### src/rtl/pmucsr_pkg.sv
// Package with register offsets, field positions and reset values of the PMU register bank.
package pmucsr_pkg;

  localparam int PMUCSR_NUM_REGS = 5;
  localparam int PMUCSR_ADDR_W = 8;
  localparam int PMUCSR_DATA_W = 8;
  localparam int PMUCSR_VCODE_W = 6;
  localparam int PMUCSR_THR_W = 4;
  localparam int PMUCSR_THERM_RSV_W = 6;

  localparam logic [7:0] PMUCSR_BATT_ADDR = 8'h00;
  localparam logic [7:0] PMUCSR_THERM_ADDR = 8'h01;

  // Entry 0 is regulator 1, entry 4 is regulator 5.
  localparam logic [4:0][7:0] PMUCSR_VPRI_ADDR = {8'h50, 8'h40, 8'h30, 8'h20, 8'h10};
  localparam logic [4:0][7:0] PMUCSR_VSEC_ADDR = {8'h00, 8'h41, 8'h31, 8'h21, 8'h00};
  localparam logic [4:0][7:0] PMUCSR_CTRL_ADDR = {8'h51, 8'h42, 8'h32, 8'h22, 8'h12};
  localparam logic [4:0] PMUCSR_HAS_SEC = 5'h0e;
  localparam int PMUCSR_DISCH_REG = 4;
  localparam int PMUCSR_NUM_PHASE = 4;

  // Bit positions in the two system registers.
  localparam int PMUCSR_UNMASK_BIT = 7;
  localparam int PMUCSR_FLAG_BIT = 6;
  localparam int PMUCSR_LIVE_BIT = 5;
  localparam int PMUCSR_BATT_RSV_BIT = 4;

  // Bit positions in a regulator control register.
  localparam int PMUCSR_ON_BIT = 7;
  localparam int PMUCSR_PHASE_BIT = 2;
  localparam int PMUCSR_FLTMSK_BIT = 1;
  localparam int PMUCSR_PG_BIT = 0;

  // Layout of the synchronised input vector.
  localparam int PMUCSR_SYNC_W = 13;
  localparam int PMUCSR_SI_BATT = 0;
  localparam int PMUCSR_SI_THERM = 1;
  localparam int PMUCSR_SI_VOUT_SELECT_PIN = 2;
  localparam int PMUCSR_SI_PG = 3;
  localparam int PMUCSR_SI_FLT = 8;

  // Reset values.
  localparam logic PMUCSR_RST_BIT = 1'b0;
  localparam logic [3:0] PMUCSR_RST_THR = 4'h0;
  localparam logic [5:0] PMUCSR_RST_VCODE = 6'h00;
  localparam logic [5:0] PMUCSR_RST_THERM_RSV = 6'h00;
  localparam logic [7:0] PMUCSR_RST_DATA = 8'h00;

endpackage

### src/rtl/pmucsr_sync.sv
// Two-flop synchroniser for a vector of asynchronous level inputs.
`timescale 1ns/10ps
module pmucsr_sync #(
  parameter int WIDTH = 1
) (
  input wire logic ref_clk_i,
  input wire logic sys_rst_i,
  input wire logic [WIDTH-1:0] async_i,
  output logic [WIDTH-1:0] sync_o
);

  logic [WIDTH-1:0] meta_reg;

  // The first stage feeds only the second stage.
  always_ff @(posedge ref_clk_i or posedge sys_rst_i) begin
    if (sys_rst_i) begin
      meta_reg <= '0;
      sync_o <= '0;
    end else begin
      meta_reg <= async_i;
      sync_o <= meta_reg;
    end
  end

endmodule

### src/rtl/pmucsr_bank.sv
// Control and status register bank of the power-management unit.
//
// What this block does
// - 0x00 bit 7 is read/write low-battery interrupt unmask.
// - 0x00 bit 6 reads 1 once the low-battery interrupt was generated.
// - 0x00 bit 5 shows live battery-below-threshold comparator state.
// - 0x00 bits 3:0 hold read/write battery threshold code.
// - 0x01 bit 7 is read/write thermal interrupt unmask.
// - 0x01 bit 6 reads 1 once a thermal interrupt was generated.
// - Regulator 1 has one six-bit voltage code at 0x10.
// - Regulators 2 to 4 apply primary code while select pin is low.
// - Regulators 2 to 4 apply secondary code while select pin is high.
// - Control bit 7 enables or disables each regulator.
// - Control bit 2 of regulators 1 to 4 selects switching phase.
// - Control bit 1 unmasks that regulator's fault interrupt.
// - Control bit 0 reads live power-good status.
// - Regulator 5 has one six-bit code at 0x50, select pin ignored.
// - Regulator 5 control bit 2 enables output discharge in shutdown.
`timescale 1ns/10ps
module pmucsr_bank
  import pmucsr_pkg::*;
(
  input wire logic ref_clk_i,
  input wire logic sys_rst_i,
  input wire logic [PMUCSR_ADDR_W-1:0] reg_addr_i,
  input wire logic [PMUCSR_DATA_W-1:0] reg_wdata_i,
  input wire logic reg_wr_i,
  input wire logic reg_rd_i,
  output logic [PMUCSR_DATA_W-1:0] reg_rdata_o,
  input wire logic batt_below_threshold_i,
  input wire logic thermal_event_i,
  input wire logic vout_select_pin_i,
  input wire logic [PMUCSR_NUM_REGS-1:0] power_good_i,
  input wire logic [PMUCSR_NUM_REGS-1:0] reg_fault_i,
  output logic [PMUCSR_THR_W-1:0] batt_threshold_code_o,
  output logic [PMUCSR_NUM_REGS*PMUCSR_VCODE_W-1:0] vout_code_o,
  output logic [PMUCSR_NUM_REGS-1:0] reg_enable_o,
  output logic [PMUCSR_NUM_PHASE-1:0] reg_phase_o,
  output logic shutdown_discharge_en_o,
  output logic irq_o
);

  // Synchronised copies of all pin inputs.
  logic [PMUCSR_SYNC_W-1:0] pins_async;
  logic [PMUCSR_SYNC_W-1:0] pins_sync;
  logic batt_below_threshold_live;
  logic thermal_live;
  logic vout_select_pin;
  logic [PMUCSR_NUM_REGS-1:0] pg_live;
  logic [PMUCSR_NUM_REGS-1:0] fault_live;

  // System register state.
  logic low_batt_irq_unmask_reg;
  logic low_batt_irq_flag_reg;
  logic batt_rsv_reg;
  logic [PMUCSR_THR_W-1:0] batt_threshold_code_reg;
  logic thermal_irq_unmask_reg;
  logic thermal_irq_flag_reg;
  logic [PMUCSR_THERM_RSV_W-1:0] therm_rsv_reg;
  logic batt_live_d_reg;
  logic thermal_live_d_reg;

  // Regulator register state, one entry per regulator.
  logic [PMUCSR_VCODE_W-1:0] vout_code_primary_reg [PMUCSR_NUM_REGS];
  logic [PMUCSR_VCODE_W-1:0] vout_code_secondary_reg [PMUCSR_NUM_REGS];
  logic [PMUCSR_NUM_REGS-1:0] on_reg;
  logic [PMUCSR_NUM_REGS-1:0] mode_bit_reg;
  logic [PMUCSR_NUM_REGS-1:0] fault_irq_unmask_reg;

  // Decoded strobes.
  logic wr_batt;
  logic wr_therm;
  logic batt_rise;
  logic therm_rise;
  logic [PMUCSR_DATA_W-1:0] rdata_next;
  logic irq_next;

  assign pins_async = {reg_fault_i, power_good_i, vout_select_pin_i,
                       thermal_event_i, batt_below_threshold_i};

  pmucsr_sync #(
    .WIDTH(PMUCSR_SYNC_W)
  ) u_sync (
    .ref_clk_i(ref_clk_i),
    .sys_rst_i(sys_rst_i),
    .async_i(pins_async),
    .sync_o(pins_sync)
  );

  assign batt_below_threshold_live = pins_sync[PMUCSR_SI_BATT];
  assign thermal_live = pins_sync[PMUCSR_SI_THERM];
  assign vout_select_pin = pins_sync[PMUCSR_SI_VOUT_SELECT_PIN];
  assign pg_live = pins_sync[PMUCSR_SI_PG +: PMUCSR_NUM_REGS];
  assign fault_live = pins_sync[PMUCSR_SI_FLT +: PMUCSR_NUM_REGS];

  assign wr_batt = reg_wr_i && (reg_addr_i == PMUCSR_BATT_ADDR);
  assign wr_therm = reg_wr_i && (reg_addr_i == PMUCSR_THERM_ADDR);
  assign batt_rise = batt_below_threshold_live && !batt_live_d_reg;
  assign therm_rise = thermal_live && !thermal_live_d_reg;

  // Edge history for the two event sources.
  always_ff @(posedge ref_clk_i or posedge sys_rst_i) begin
    if (sys_rst_i) begin
      batt_live_d_reg <= PMUCSR_RST_BIT;
      thermal_live_d_reg <= PMUCSR_RST_BIT;
    end else begin
      batt_live_d_reg <= batt_below_threshold_live;
      thermal_live_d_reg <= thermal_live;
    end
  end

  // Battery monitor register, writable fields.
  always_ff @(posedge ref_clk_i or posedge sys_rst_i) begin
    if (sys_rst_i) begin
      low_batt_irq_unmask_reg <= PMUCSR_RST_BIT;
      batt_rsv_reg <= PMUCSR_RST_BIT;
      batt_threshold_code_reg <= PMUCSR_RST_THR;
    end else if (wr_batt) begin
      low_batt_irq_unmask_reg <= reg_wdata_i[PMUCSR_UNMASK_BIT];
      batt_rsv_reg <= reg_wdata_i[PMUCSR_BATT_RSV_BIT];
      batt_threshold_code_reg <= reg_wdata_i[PMUCSR_THR_W-1:0];
    end
  end

  // The flag is acknowledged by any write to its register, since the bit
  // itself is read-only. A new event in the same cycle wins over the write.
  always_ff @(posedge ref_clk_i or posedge sys_rst_i) begin
    if (sys_rst_i) begin
      low_batt_irq_flag_reg <= PMUCSR_RST_BIT;
    end else if (batt_rise) begin
      low_batt_irq_flag_reg <= 1'b1;
    end else if (wr_batt) begin
      low_batt_irq_flag_reg <= 1'b0;
    end
  end

  // Thermal register, writable fields.
  always_ff @(posedge ref_clk_i or posedge sys_rst_i) begin
    if (sys_rst_i) begin
      thermal_irq_unmask_reg <= PMUCSR_RST_BIT;
      therm_rsv_reg <= PMUCSR_RST_THERM_RSV;
    end else if (wr_therm) begin
      thermal_irq_unmask_reg <= reg_wdata_i[PMUCSR_UNMASK_BIT];
      therm_rsv_reg <= reg_wdata_i[PMUCSR_THERM_RSV_W-1:0];
    end
  end

  always_ff @(posedge ref_clk_i or posedge sys_rst_i) begin
    if (sys_rst_i) begin
      thermal_irq_flag_reg <= PMUCSR_RST_BIT;
    end else if (therm_rise) begin
      thermal_irq_flag_reg <= 1'b1;
    end else if (wr_therm) begin
      thermal_irq_flag_reg <= 1'b0;
    end
  end

  // Per-regulator storage and applied outputs.
  genvar gi;
  generate
    for (gi = 0; gi < PMUCSR_NUM_REGS; gi++) begin : g_reg
      logic wr_pri;
      logic wr_sec;
      logic wr_ctrl;
      logic use_sec;

      assign wr_pri = reg_wr_i && (reg_addr_i == PMUCSR_VPRI_ADDR[gi]);
      assign wr_sec = reg_wr_i && PMUCSR_HAS_SEC[gi] && (reg_addr_i == PMUCSR_VSEC_ADDR[gi]);
      assign wr_ctrl = reg_wr_i && (reg_addr_i == PMUCSR_CTRL_ADDR[gi]);
      // Pin low or no secondary selects the primary code.
      assign use_sec = PMUCSR_HAS_SEC[gi] && vout_select_pin;

      always_ff @(posedge ref_clk_i or posedge sys_rst_i) begin
        if (sys_rst_i) begin
          vout_code_primary_reg[gi] <= PMUCSR_RST_VCODE;
        end else if (wr_pri) begin
          vout_code_primary_reg[gi] <= reg_wdata_i[PMUCSR_VCODE_W-1:0];
        end
      end

      // Regulators without a secondary slot keep this at reset value.
      always_ff @(posedge ref_clk_i or posedge sys_rst_i) begin
        if (sys_rst_i) begin
          vout_code_secondary_reg[gi] <= PMUCSR_RST_VCODE;
        end else if (wr_sec) begin
          vout_code_secondary_reg[gi] <= reg_wdata_i[PMUCSR_VCODE_W-1:0];
        end
      end

      always_ff @(posedge ref_clk_i or posedge sys_rst_i) begin
        if (sys_rst_i) begin
          on_reg[gi] <= PMUCSR_RST_BIT;
          mode_bit_reg[gi] <= PMUCSR_RST_BIT;
          fault_irq_unmask_reg[gi] <= PMUCSR_RST_BIT;
        end else if (wr_ctrl) begin
          on_reg[gi] <= reg_wdata_i[PMUCSR_ON_BIT];
          mode_bit_reg[gi] <= reg_wdata_i[PMUCSR_PHASE_BIT];
          fault_irq_unmask_reg[gi] <= reg_wdata_i[PMUCSR_FLTMSK_BIT];
        end
      end

      // The applied code follows the pin through a register, so a pin
      // change reaches the regulator three cycles later at most.
      always_ff @(posedge ref_clk_i or posedge sys_rst_i) begin
        if (sys_rst_i) begin
          vout_code_o[gi*PMUCSR_VCODE_W +: PMUCSR_VCODE_W] <= PMUCSR_RST_VCODE;
        end else begin
          // Pin high picks the secondary code on regulators that have one.
          vout_code_o[gi*PMUCSR_VCODE_W +: PMUCSR_VCODE_W] <=
            use_sec ? vout_code_secondary_reg[gi] : vout_code_primary_reg[gi];
        end
      end
    end
  endgenerate

  // Control outputs toward the analog side.
  always_ff @(posedge ref_clk_i or posedge sys_rst_i) begin
    if (sys_rst_i) begin
      reg_enable_o <= '0;
      reg_phase_o <= '0;
      shutdown_discharge_en_o <= PMUCSR_RST_BIT;
      batt_threshold_code_o <= PMUCSR_RST_THR;
    end else begin
      reg_enable_o <= on_reg;
      reg_phase_o <= mode_bit_reg[PMUCSR_NUM_PHASE-1:0];
      shutdown_discharge_en_o <= mode_bit_reg[PMUCSR_DISCH_REG];
      batt_threshold_code_o <= batt_threshold_code_reg;
    end
  end

  // Any unmasked status raises the interrupt.
  assign irq_next = (low_batt_irq_flag_reg && low_batt_irq_unmask_reg)
                 || (thermal_irq_flag_reg && thermal_irq_unmask_reg)
                 || |(fault_live & fault_irq_unmask_reg);

  always_ff @(posedge ref_clk_i or posedge sys_rst_i) begin
    if (sys_rst_i) begin
      irq_o <= PMUCSR_RST_BIT;
    end else begin
      irq_o <= irq_next;
    end
  end

  // Read multiplexer. Unmapped offsets and reserved read-only bits give zero.
  always_comb begin
    rdata_next = PMUCSR_RST_DATA;
    if (reg_addr_i == PMUCSR_BATT_ADDR) begin
      rdata_next[PMUCSR_UNMASK_BIT] = low_batt_irq_unmask_reg;
      rdata_next[PMUCSR_FLAG_BIT] = low_batt_irq_flag_reg;
      rdata_next[PMUCSR_LIVE_BIT] = batt_below_threshold_live;
      rdata_next[PMUCSR_BATT_RSV_BIT] = batt_rsv_reg;
      rdata_next[PMUCSR_THR_W-1:0] = batt_threshold_code_reg;
    end else if (reg_addr_i == PMUCSR_THERM_ADDR) begin
      rdata_next[PMUCSR_UNMASK_BIT] = thermal_irq_unmask_reg;
      rdata_next[PMUCSR_FLAG_BIT] = thermal_irq_flag_reg;
      rdata_next[PMUCSR_THERM_RSV_W-1:0] = therm_rsv_reg;
    end
    for (int i = 0; i < PMUCSR_NUM_REGS; i++) begin
      if (reg_addr_i == PMUCSR_VPRI_ADDR[i]) begin
        // Primary code readback for every regulator, the only code for the select-free ones.
        rdata_next[PMUCSR_VCODE_W-1:0] = vout_code_primary_reg[i];
      end
      if (PMUCSR_HAS_SEC[i] && (reg_addr_i == PMUCSR_VSEC_ADDR[i])) begin
        rdata_next[PMUCSR_VCODE_W-1:0] = vout_code_secondary_reg[i];
      end
      if (reg_addr_i == PMUCSR_CTRL_ADDR[i]) begin
        rdata_next[PMUCSR_ON_BIT] = on_reg[i];
        rdata_next[PMUCSR_PHASE_BIT] = mode_bit_reg[i];
        rdata_next[PMUCSR_FLTMSK_BIT] = fault_irq_unmask_reg[i];
        rdata_next[PMUCSR_PG_BIT] = pg_live[i];
      end
    end
  end

  // Reads only sample state and never clear a flag.
  always_ff @(posedge ref_clk_i or posedge sys_rst_i) begin
    if (sys_rst_i) begin
      reg_rdata_o <= PMUCSR_RST_DATA;
    end else if (reg_rd_i) begin
      reg_rdata_o <= rdata_next;
    end
  end

endmodule

### config.mk
export PLATFORM = sky130hd
export DESIGN_NAME = pmucsr_bank
export DESIGN_NICKNAME = d
export VERILOG_FILES = /design/src/rtl/pmucsr_pkg.sv /design/src/rtl/pmucsr_sync.sv /design/src/rtl/pmucsr_bank.sv
export SDC_FILE = /design/constraint.sdc
export NUM_CORES = 1
export LEC_CHECK = 0
export BUFFER_PORTS_ARGS = -buffer_cell sky130_fd_sc_hd__buf_2
export CORE_MARGIN = 3
export CORE_UTILIZATION = 53
export CTS_CLUSTER_DIAMETER = 50
export CTS_CLUSTER_SIZE = 12
export DETAILED_ROUTE_END_ITERATION = 6
export GPL_ROUTABILITY_DRIVEN = 0
export PLACE_DENSITY = 0.85
export SLEW_MARGIN = 10
export SYNTH_ARGS = -nofsm -noshare
export SYNTH_HDL_FRONTEND = slang
export SYNTH_HIERARCHICAL = 1
export SYNTH_SLANG_ARGS = --single-unit
export TNS_END_PERCENT = 10
### constraint.sdc
create_clock -name ref_clk_i -period 5.1 [get_ports ref_clk_i]
set_input_delay 0.51 -clock ref_clk_i [delete_from_list [all_inputs] [get_ports ref_clk_i]]
set_output_delay 0.51 -clock ref_clk_i [all_outputs]
set_load 0.01 [all_outputs]
; ---- Yosys cells after proc, flatten, opt, wreduce, memory -nomap -nowiden
; Cells that the tools add are included.
; W data, S select, Z words.
[classes]
eq_ne = 14
muxes = 27
n_bitwise = 1
n_reduce_logical = 27
[ops]
columns = operator, n
row1 = $mux W6, 11
row2 = $eq A8 B6 Y1 const B, 6
row3 = $eq A8 B7 Y1 const B, 5
row4 = $logic_and A1 B1 Y1, 19
row5 = $eq A8 B5 Y1 const B, 2
row6 = $mux W8, 2
row7 = $mux W3, 5
row8 = $mux W1, 9
row9 = $eq A8 B1 Y1 const B, 1
row10 = $logic_not A8 Y1, 1
row11 = $and A5 B5 Y5, 1
row12 = $reduce_or A5 Y1, 1
row13 = $reduce_bool A2 Y1, 2
row14 = $logic_not A1 Y1, 2
row15 = $logic_or A1 B1 Y1, 2
[totals]
reg_bits = 159
inputBits = 33
wordCells = 114

; ---- Depth between registers and ports, before layout
; Gate-level depths: netlist (run 1).
[depth]
word_depth = 16
depth_mapped = 7

; ---- Hierarchy
; Netlist (run 1), hierarchy kept.
[modules_own_cells]
columns = module, instances, cells_each, area_each_um2, seq_area_each_um2
row1 = pmucsr_bank, 1, 456, 5908.2, 3328.2
row2 = pmucsr_sync, 1, 27, 654.4, 650.6

; ---- Worst setup path before layout (run 1)
; Ideal clock, no wire load.
[synth_path]
path_type = in2reg
start = in reg_addr_i[5]
end = reg reg_rdata_o[0]
t_arrival_ps = 1866
required_time_ps = 4976
slack_ps = 3110
path_stages = 6
n_path_buf = 2
cell_sequence = buf_2 -> or4b_1 -> buf_4 -> nor3_2 -> o221ai_1 -> o31a_1
[synth_via]
elab_chain_cells = 16
elab_cells_between_ends = 30
classes_between = 14 x eq/ne / 15 x mux / 1 x reduce/logical
[synth_rtl]
columns = item, line_no
row1 = start: declaration, pmucsr_bank.sv:25  ; input wire logic [PMUCSR_ADDR_W-1:0] reg_addr_i,
row2 = $eq A8 B1 Y1, pmucsr_bank.sv:253  ; end else if (reg_addr_i == PMUCSR_THERM_ADDR) begin
row3 = $mux W8, pmucsr_bank.sv:253
row4 = $mux W8, pmucsr_bank.sv:247  ; if (reg_addr_i == PMUCSR_BATT_ADDR) begin
row5 = $mux W6, pmucsr_bank.sv:259  ; if (reg_addr_i == PMUCSR_VPRI_ADDR[i]) begin
row6 = $mux W3, pmucsr_bank.sv:266  ; if (reg_addr_i == PMUCSR_CTRL_ADDR[i]) begin
row7 = $mux W6, pmucsr_bank.sv:259
row8 = $mux W6, pmucsr_bank.sv:263  ; if (PMUCSR_HAS_SEC[i] && (reg_addr_i == PMUCSR_VSEC_ADDR[i])) begin
row9 = $mux W3, pmucsr_bank.sv:266
row10 = $mux W6, pmucsr_bank.sv:259
row11 = $mux W6, pmucsr_bank.sv:263
row12 = $mux W3, pmucsr_bank.sv:266
row13 = $mux W6, pmucsr_bank.sv:259
row14 = $mux W6, pmucsr_bank.sv:263
row15 = $mux W3, pmucsr_bank.sv:266
row16 = $mux W6, pmucsr_bank.sv:259
row17 = $mux W3 (*), pmucsr_bank.sv:266
row18 = end signal: assignment, pmucsr_bank.sv:280  ; reg_rdata_o <= rdata_next;
row19 = end: declaration, pmucsr_bank.sv:29  ; output logic [PMUCSR_DATA_W-1:0] reg_rdata_o,
; Mark *: on every way between the ends. The rest lies on a longest branch, timed or not.
; A chain may end at the register's enable or synchronous reset.

; ---- Worst setup path in the final report (run 1)
[layout_path]
start = in reg_addr_i[0]
end = reg reg_rdata_o[5]
[layout_via]
elab_chain_cells = 11
elab_cells_between_ends = 20
classes_between = 9 x eq/ne / 10 x mux / 1 x reduce/logical
[layout_rtl]
columns = item, line_no
row1 = $eq A8 B1 Y1, pmucsr_bank.sv:253
row2 = $mux W8, pmucsr_bank.sv:253
row3 = $mux W8, pmucsr_bank.sv:247
row4 = $mux W6 (2 in series), pmucsr_bank.sv:259
row5 = $mux W6, pmucsr_bank.sv:263
row6 = $mux W6, pmucsr_bank.sv:259
row7 = $mux W6, pmucsr_bank.sv:263
row8 = $mux W6, pmucsr_bank.sv:259
row9 = $mux W6, pmucsr_bank.sv:263
row10 = $mux W6 (*), pmucsr_bank.sv:259
; Marked as above.

==> results of run 1 <==
==> path summary, 6_finish.rpt <==
| kind | to | slack [ps] | depth (start not counted) |
|---|---|---|---|
| hold reg to reg | u_sync/sync_o[1]$_DFF_PP0_ | 350 | 0 |
| setup reg to reg | vout_code_o[13]$_DFF_PP0_ | 3550 | 1 |
| setup / recovery | reg_rdata_o[5]$_DFFE_PP0P_ | 2630 | 7 |
| max in group asynchronous | vout_code_primary_reg[3]$_DFFE_PP0P_ | 4120 | 3 |
| hold / removal | u_sync/meta_reg[3]$_DFF_PP0_ | 190 | 1 |
| min in group asynchronous | u_sync/meta_reg[0]$_DFF_PP0_ | 260 | 2 |
==> stage by stage <==
step | std cells | util | power [mW]
global placement | 712 | 0.587 | 1.56
CTS | 743 | 0.638 | 2.88
finish | 743 | 0.638 | 2.87
global route | 743 | 0.638 | 2.97
floorplan | 483 | - | 1.49
detailed placement | 712 | 0.587 | 1.57
==> critical path, stage by stage <==
cell	delay, ps
buf_2	330
nor4_1	920
buf_4	320
nand2_1	140
or3_1	360
o21ai_0	110
nor3_1	70
==> placed cells by master (no fill, tap or decap), drive strengths merged, types with 5 or more instances in the layout <==
cell type	instances
a21oi	12
clkinv	7
buf	89
clkbuf	20
nand3	13
dfrtp	159
nor2	22
nor3	7
inv	8
a22oi	5
mux2	93
or4b	5
o21ai	26
nor4b	5
o211ai	7
nand2	28
a221oi	8
==> layout make-up <==
cell class              instances  area [sq um]
clock inverters                11           165
repair buffers                 89           458
inverters                       9          36.3
well taps                     168           210
clock buffers                  20           447
multi-input cells             287          2400
fillers                       865          4370
flip-flops and latches        159          3980
==> layer usage <==
metal,track usage,vias to the layer above,share of wire
met5,0,-,0
met2,0.377,255,0.48
met1,0.324,2281,0.42
met3,0.0771,35,0.083
met4,0.0902,0,0.024
li1,-,1958,-
==> power breakdown <==
group	switching [mW]	leakage, nW	internal, mW
registers	0.0385	2.12	1.32
logic	0.118	1.38	0.0740
clock network	0.489	0.300	0.827
total	0.646	3.80	2.22
==> cell families after synthesis <==
kind of cell | Yosys count | share of synthesized area
AOI/OAI and AO/OA | 90 | 0.100
buffers and inverters | 37 | 0.0278
DFF | 159 | 0.606
muxes | 96 | 0.164
and+or+nand+nor | 101 | 0.102
==> results.json, run 1 <==
{
  "outcome": "finished, final reports clean",
  "hold_viol_final": 0,
  "vias_per_cell": 6.10,
  "antenna_left": 0,
  "leakage_nw": 3.80,
  "antenna_found_initial": 0,
  "drt_first_pass_iters": 5,
  "layout.nets": 596,
  "fp.dieArea_sq_um": 13800,
  "worstPathArrival_ps": 2770,
  "drc": 0,
  "r2r_start": "u_sync/sync_o[2]$_DFF_PP0_",
  "worst_setup_path_end_kind": "flop",
  "worstHoldStart": "power_good_i[0]",
  "cp.required_ps": 5410,
  "synth_edf_count": 0,
  "ys_warn_count": 6,
  "die_h_um": 117,
  "finalCritPeriodShare": 0.484,
  "grt_setup_unrepaired": "false",
  "fmax_ghz": 0.405,
  "synth_ff_type": "dfrtp_1",
  "path_class": "input port to flop",
  "grt_pass1_wl_mm": 24.8,
  "cts_tree": "built",
  "powerDensity_nw_per_um2": 373,
  "area_delta_synth_final_pct": 17.3,
  "startpoint": "reg_addr_i[0]",
  "ys_types": 60,
  "hp-class": "input port to flop",
  "yosysSeqAreaShare": 0.606,
  "drv_cap": 0,
  "cts_hold_buf": 0,
  "synth.avg_cell_area_sq_um": 13.6,
  "dpl_cell_area_sq_um": 7080,
  "die_x_um": 117,
  "cts_buffers": 17,
  "core_sq_um": 12100,
  "clock_latency_ps": 420,
  "initial_core_util": 0.544,
  "routed_wl_mm": 15.7,
  "root_buffer": "clkbuf_16",
  "cts_resized": 0,
  "drt_iter0_drc": 513,
  "vias": 4529,
  "clockBufferDepth": 2,
  "grt_pass1_vias": 4483,
  "slew_headroom": 0.259,
  "path_max_fanout": 40,
  "track_usage": 0.243,
  "grt_overflow_total": 0,
  "synth_seq_cells": 159,
  "fin_setup_tns_ps": 0,
  "vdd_drop_max_uv": 165,
  "synth_top_area_share": 0.606,
  "htreeDepth": 4,
  "synth_most_common_cell": "dfrtp_1",
  "synth_top_area_cell": "dfrtp_1",
  "finalSetupViolCount": 0,
  "clock-sinks": 159,
  "routedWlPerCell_um": 21.2,
  "maxSlewViolCount": 0,
  "grt_max_degree": 72,
  "synthArstFlopShare": 1.00,
  "synth_commonest_cells": "dfrtp_1 (159), mux2_2 (93), nand2_1 (24), o21ai_0 (24), nor2_1 (18)",
  "worst_pin_slew_ps": 1110,
  "setup.worst_path.start_class": "input port",
  "fin_ws_ps": 2630,
  "cts_setup_buffers": 0,
  "synth.top_cells.by_area": "dfrtp_1 (61%), mux2_2 (16%), o21ai_0 (1.8%), nand2_1 (1.4%), buf_2 (1.1%)",
  "dp_hpwl_mm": 10.6,
  "drive_above_1_share": 0.414,
  "netlist_instances": 483,
  "rows": 40,
  "ios": 86,
  "dp_slack_ps": 2300,
  "fin_area_sq_um": 7700,
  "n_antenna_cell": 0,
  "skew_ps": 8.39,
  "clkTransAtPathRegs_ps": 60,
  "hold_ws_ps": 190,
  "synth_area_sq_um": 6560,
  "min_period_ps": 2470,
  "io_buffers": 84,
  "synth_fp_nets": 516
}
(Power assumes the default switching activity.)
==> inputs of run 2 (changes only) <==
Settings changed: ABC_AREA set to 1, PLACE_DENSITY 0.85 to 0.86.
Clock period 5.1 ns to 2.6 ns, I/O delays scaled along.
==> results.json, run 2 <==
{
  "synth_top_area_share": 0.657,
  "grt_max_degree": 47,
  "fin_setup_tns_ps": 0,
  "power_mw": 5.67,
  "leakage_nw": 3.69,
  "antenna_left": 0,
  "rr_worst_depth": 9,
  "routedWlPerCell_um": 17.2,
  "layout_commonest_cell": "nand2_1",
  "min_period_ps": 1560,
  "clock-sinks": 159,
  "cts_setup_buffers": 0,
  "core_sq_um": 11000,
  "hold_viol_final": 0,
  "vias_per_cell": 5.51,
  "drt_iter0_drc": 446,
  "synth_top_family_by_area": "simple AND/OR/NAND/NOR gates",
  "initial_core_util": 0.551,
  "rows": 38,
  "area_delta_synth_final_pct": 22.4,
  "synth_simple_gate_area_frac": 0.191,
  "cts_tree": "built",
  "outcome": "finished, final reports clean",
  "synth_edf_count": 0,
  "io_buffers": 84,
  "grt_overflow_total": 0,
  "final.fill_count": 794,
  "drive_above_1_share": 0.220,
  "final_cell_mix": "nand2_1 (183), dfrtp_1 (159), buf_2 (84)",
  "maxSlewViolCount": 0,
  "ios": 86,
  "cts_resized": 0,
  "synthAdderAreaFrac": 0,
  "synth_compound_area_frac": 0.0884,
  "vdd_drop_max_uv": 443,
  "startpoint": "reg_addr_i[5]",
  "setup.worst_path.start_class": "input port",
  "synth_commonest_cells": "nand2_1 (183), dfrtp_1 (159), o21ai_0 (74), inv_1 (44), nor2_1 (24)",
  "dpl_cell_area_sq_um": 6620,
  "grt_pass1_vias": 4939,
  "finalSetupViolCount": 0,
  "path_max_fanout": 6,
  "cp.required_ps": 2910,
  "synth.top_cells.by_area": "dfrtp_1 (66%), nand2_1 (11%), o21ai_0 (6.1%), inv_1 (2.7%), mux2_2 (2.0%)",
  "worstHoldPathCells": 3,
  "synth.avg_cell_area_sq_um": 10.1,
  "ys_types": 30,
  "worstHoldStart": "reg_wdata_i[7]",
  "antenna_found_initial": 1,
  "die_h_um": 113,
  "grt_pass1_wl_mm": 24.4,
  "worst_pin_slew_ps": 1030,
  "clkTransAtPathRegs_ps": 70,
  "synth_area_sq_um": 6050,
  "worst_setup_path_end_kind": "flop",
  "finalCritPeriodShare": 0.601,
  "slew_headroom": 0.314,
  "skew_ps": 9.33,
  "root_buffer": "clkbuf_16",
  "drt_first_pass_iters": 7,
  "synth_top_area_cell": "dfrtp_1",
  "drv_cap": 0,
  "fin_area_sq_um": 7410,
  "hp-class": "input port to flop",
  "netlist_instances": 598,
  "clock_latency_ps": 420,
  "cts_hold_buf": 14,
  "synth_xor_area_frac": 0,
  "powerDensity_nw_per_um2": 766,
  "grt_setup_unrepaired": "false",
  "clockBufferDepth": 2,
  "fmax_ghz": 0.640,
  "synth_most_common_cell": "nand2_1",
  "worstPathArrival_ps": 1870,
  "drc": 0,
  "synth_fp_nets": 631,
  "cts_buffers": 17,
  "die_x_um": 113,
  "fp.dieArea_sq_um": 12700,
  "r2r_start": "vout_code_primary_reg[25]$_DFFE_PP0P_",
  "synth_seq_cells": 159,
  "synthArstFlopShare": 1.00,
  "synth_ff_type": "dfrtp_1",
  "yosysSeqAreaShare": 0.657,
  "ys_warn_count": 6,
  "track_usage": 0.244,
  "path_class": "input port to flop",
  "htreeDepth": 4,
  "synthMuxAreaShare": 0.0205,
  "vias": 4720,
  "routed_wl_mm": 14.7,
  "layout.nets": 735,
  "dp_hpwl_mm": 9.61
}
-- run 2: cell types whose count changed after synthesis, sizes merged, moves of 8 or more --
cell / delta
nand4: +12
buf: -13
inv: +40
mux2: -82
o21ai: +57
a221oi: -8
nor2: +15
nand2: +159
-- run 2: worst paths after layout --
path | end | slack (ps)
min in group asynchronous | therm_rsv_reg[1]$_DFFE_PP0P_ | 380
worst min-delay path | low_batt_irq_unmask_reg$_DFFE_PP0P_ | 110
max in group asynchronous | u_sync/sync_o[6]$_DFF_PP0_ | 1320
worst min register to register | u_sync/sync_o[1]$_DFF_PP0_ | 350
worst max register to register | reg_rdata_o[1]$_DFFE_PP0P_ | 1060
worst max-delay path | on_reg[4]$_DFFE_PP0P_ | 1040
-- run 2: area by class of cell --
| type | count | area [sq um] | share of cell area |
|---|---|---|---|
| flip-flops and latches | 159 | 3980 | 0.537 |
| multi-input cells | 374 | 1810 | 0.245 |
| repair buffers | 101 | 608 | 0.0821 |
| clock buffers | 17 | 425 | 0.0574 |
| clock inverters | 15 | 219 | 0.0296 |
| inverters | 49 | 188 | 0.0253 |
| well taps | 140 | 175 | 0.0236 |
| diodes | 1 | 2.50 | 0.000338 |
-- run 2: kinds of logic (layout without fill, tap and decap cells) --
family	Yosys count	count (layout)
and+or+nand+nor	260	260
AOI/OAI and AO/OA	103	103
muxes	11	11
buffers and inverters	65	182
other	0	1
DFF	159	159
-- run 2: metal layers --
metal  GRT usage  wire length [um]  vias up
met4       0.119               466        0
met2       0.385              7250      254
li1            -                 -     2153
met3      0.0652              1220       40
met5           0                 0        -
met1       0.317              5790     2273
-- run 2: through the flow --
stage,setup WS (ps),std cells,utilization,hold WS [ps]
finish,1040,856,0.675,105
global route,928,856,0.675,126
CTS,1070,855,0.674,103
detailed placement,783,809,0.603,282
global placement,825,809,0.603,280
floorplan,689,598,-,291
-- run 2: critical path, stage by stage --
cell     delay [ps]
buf_2           140
inv_1           160
nand2_1         110
nor3_1          190
inv_1           140
nor2_1          320
nand2_1         230
o21ai_0         320
-- run 2: report_power, final --
| part | internal (mW) | total, mW | switching, mW |
|---|---|---|---|
| combinational | 0.109 | 0.306 | 0.197 |
| sequential | 2.59 | 2.66 | 0.0703 |
| clock | 1.64 | 2.71 | 1.07 |
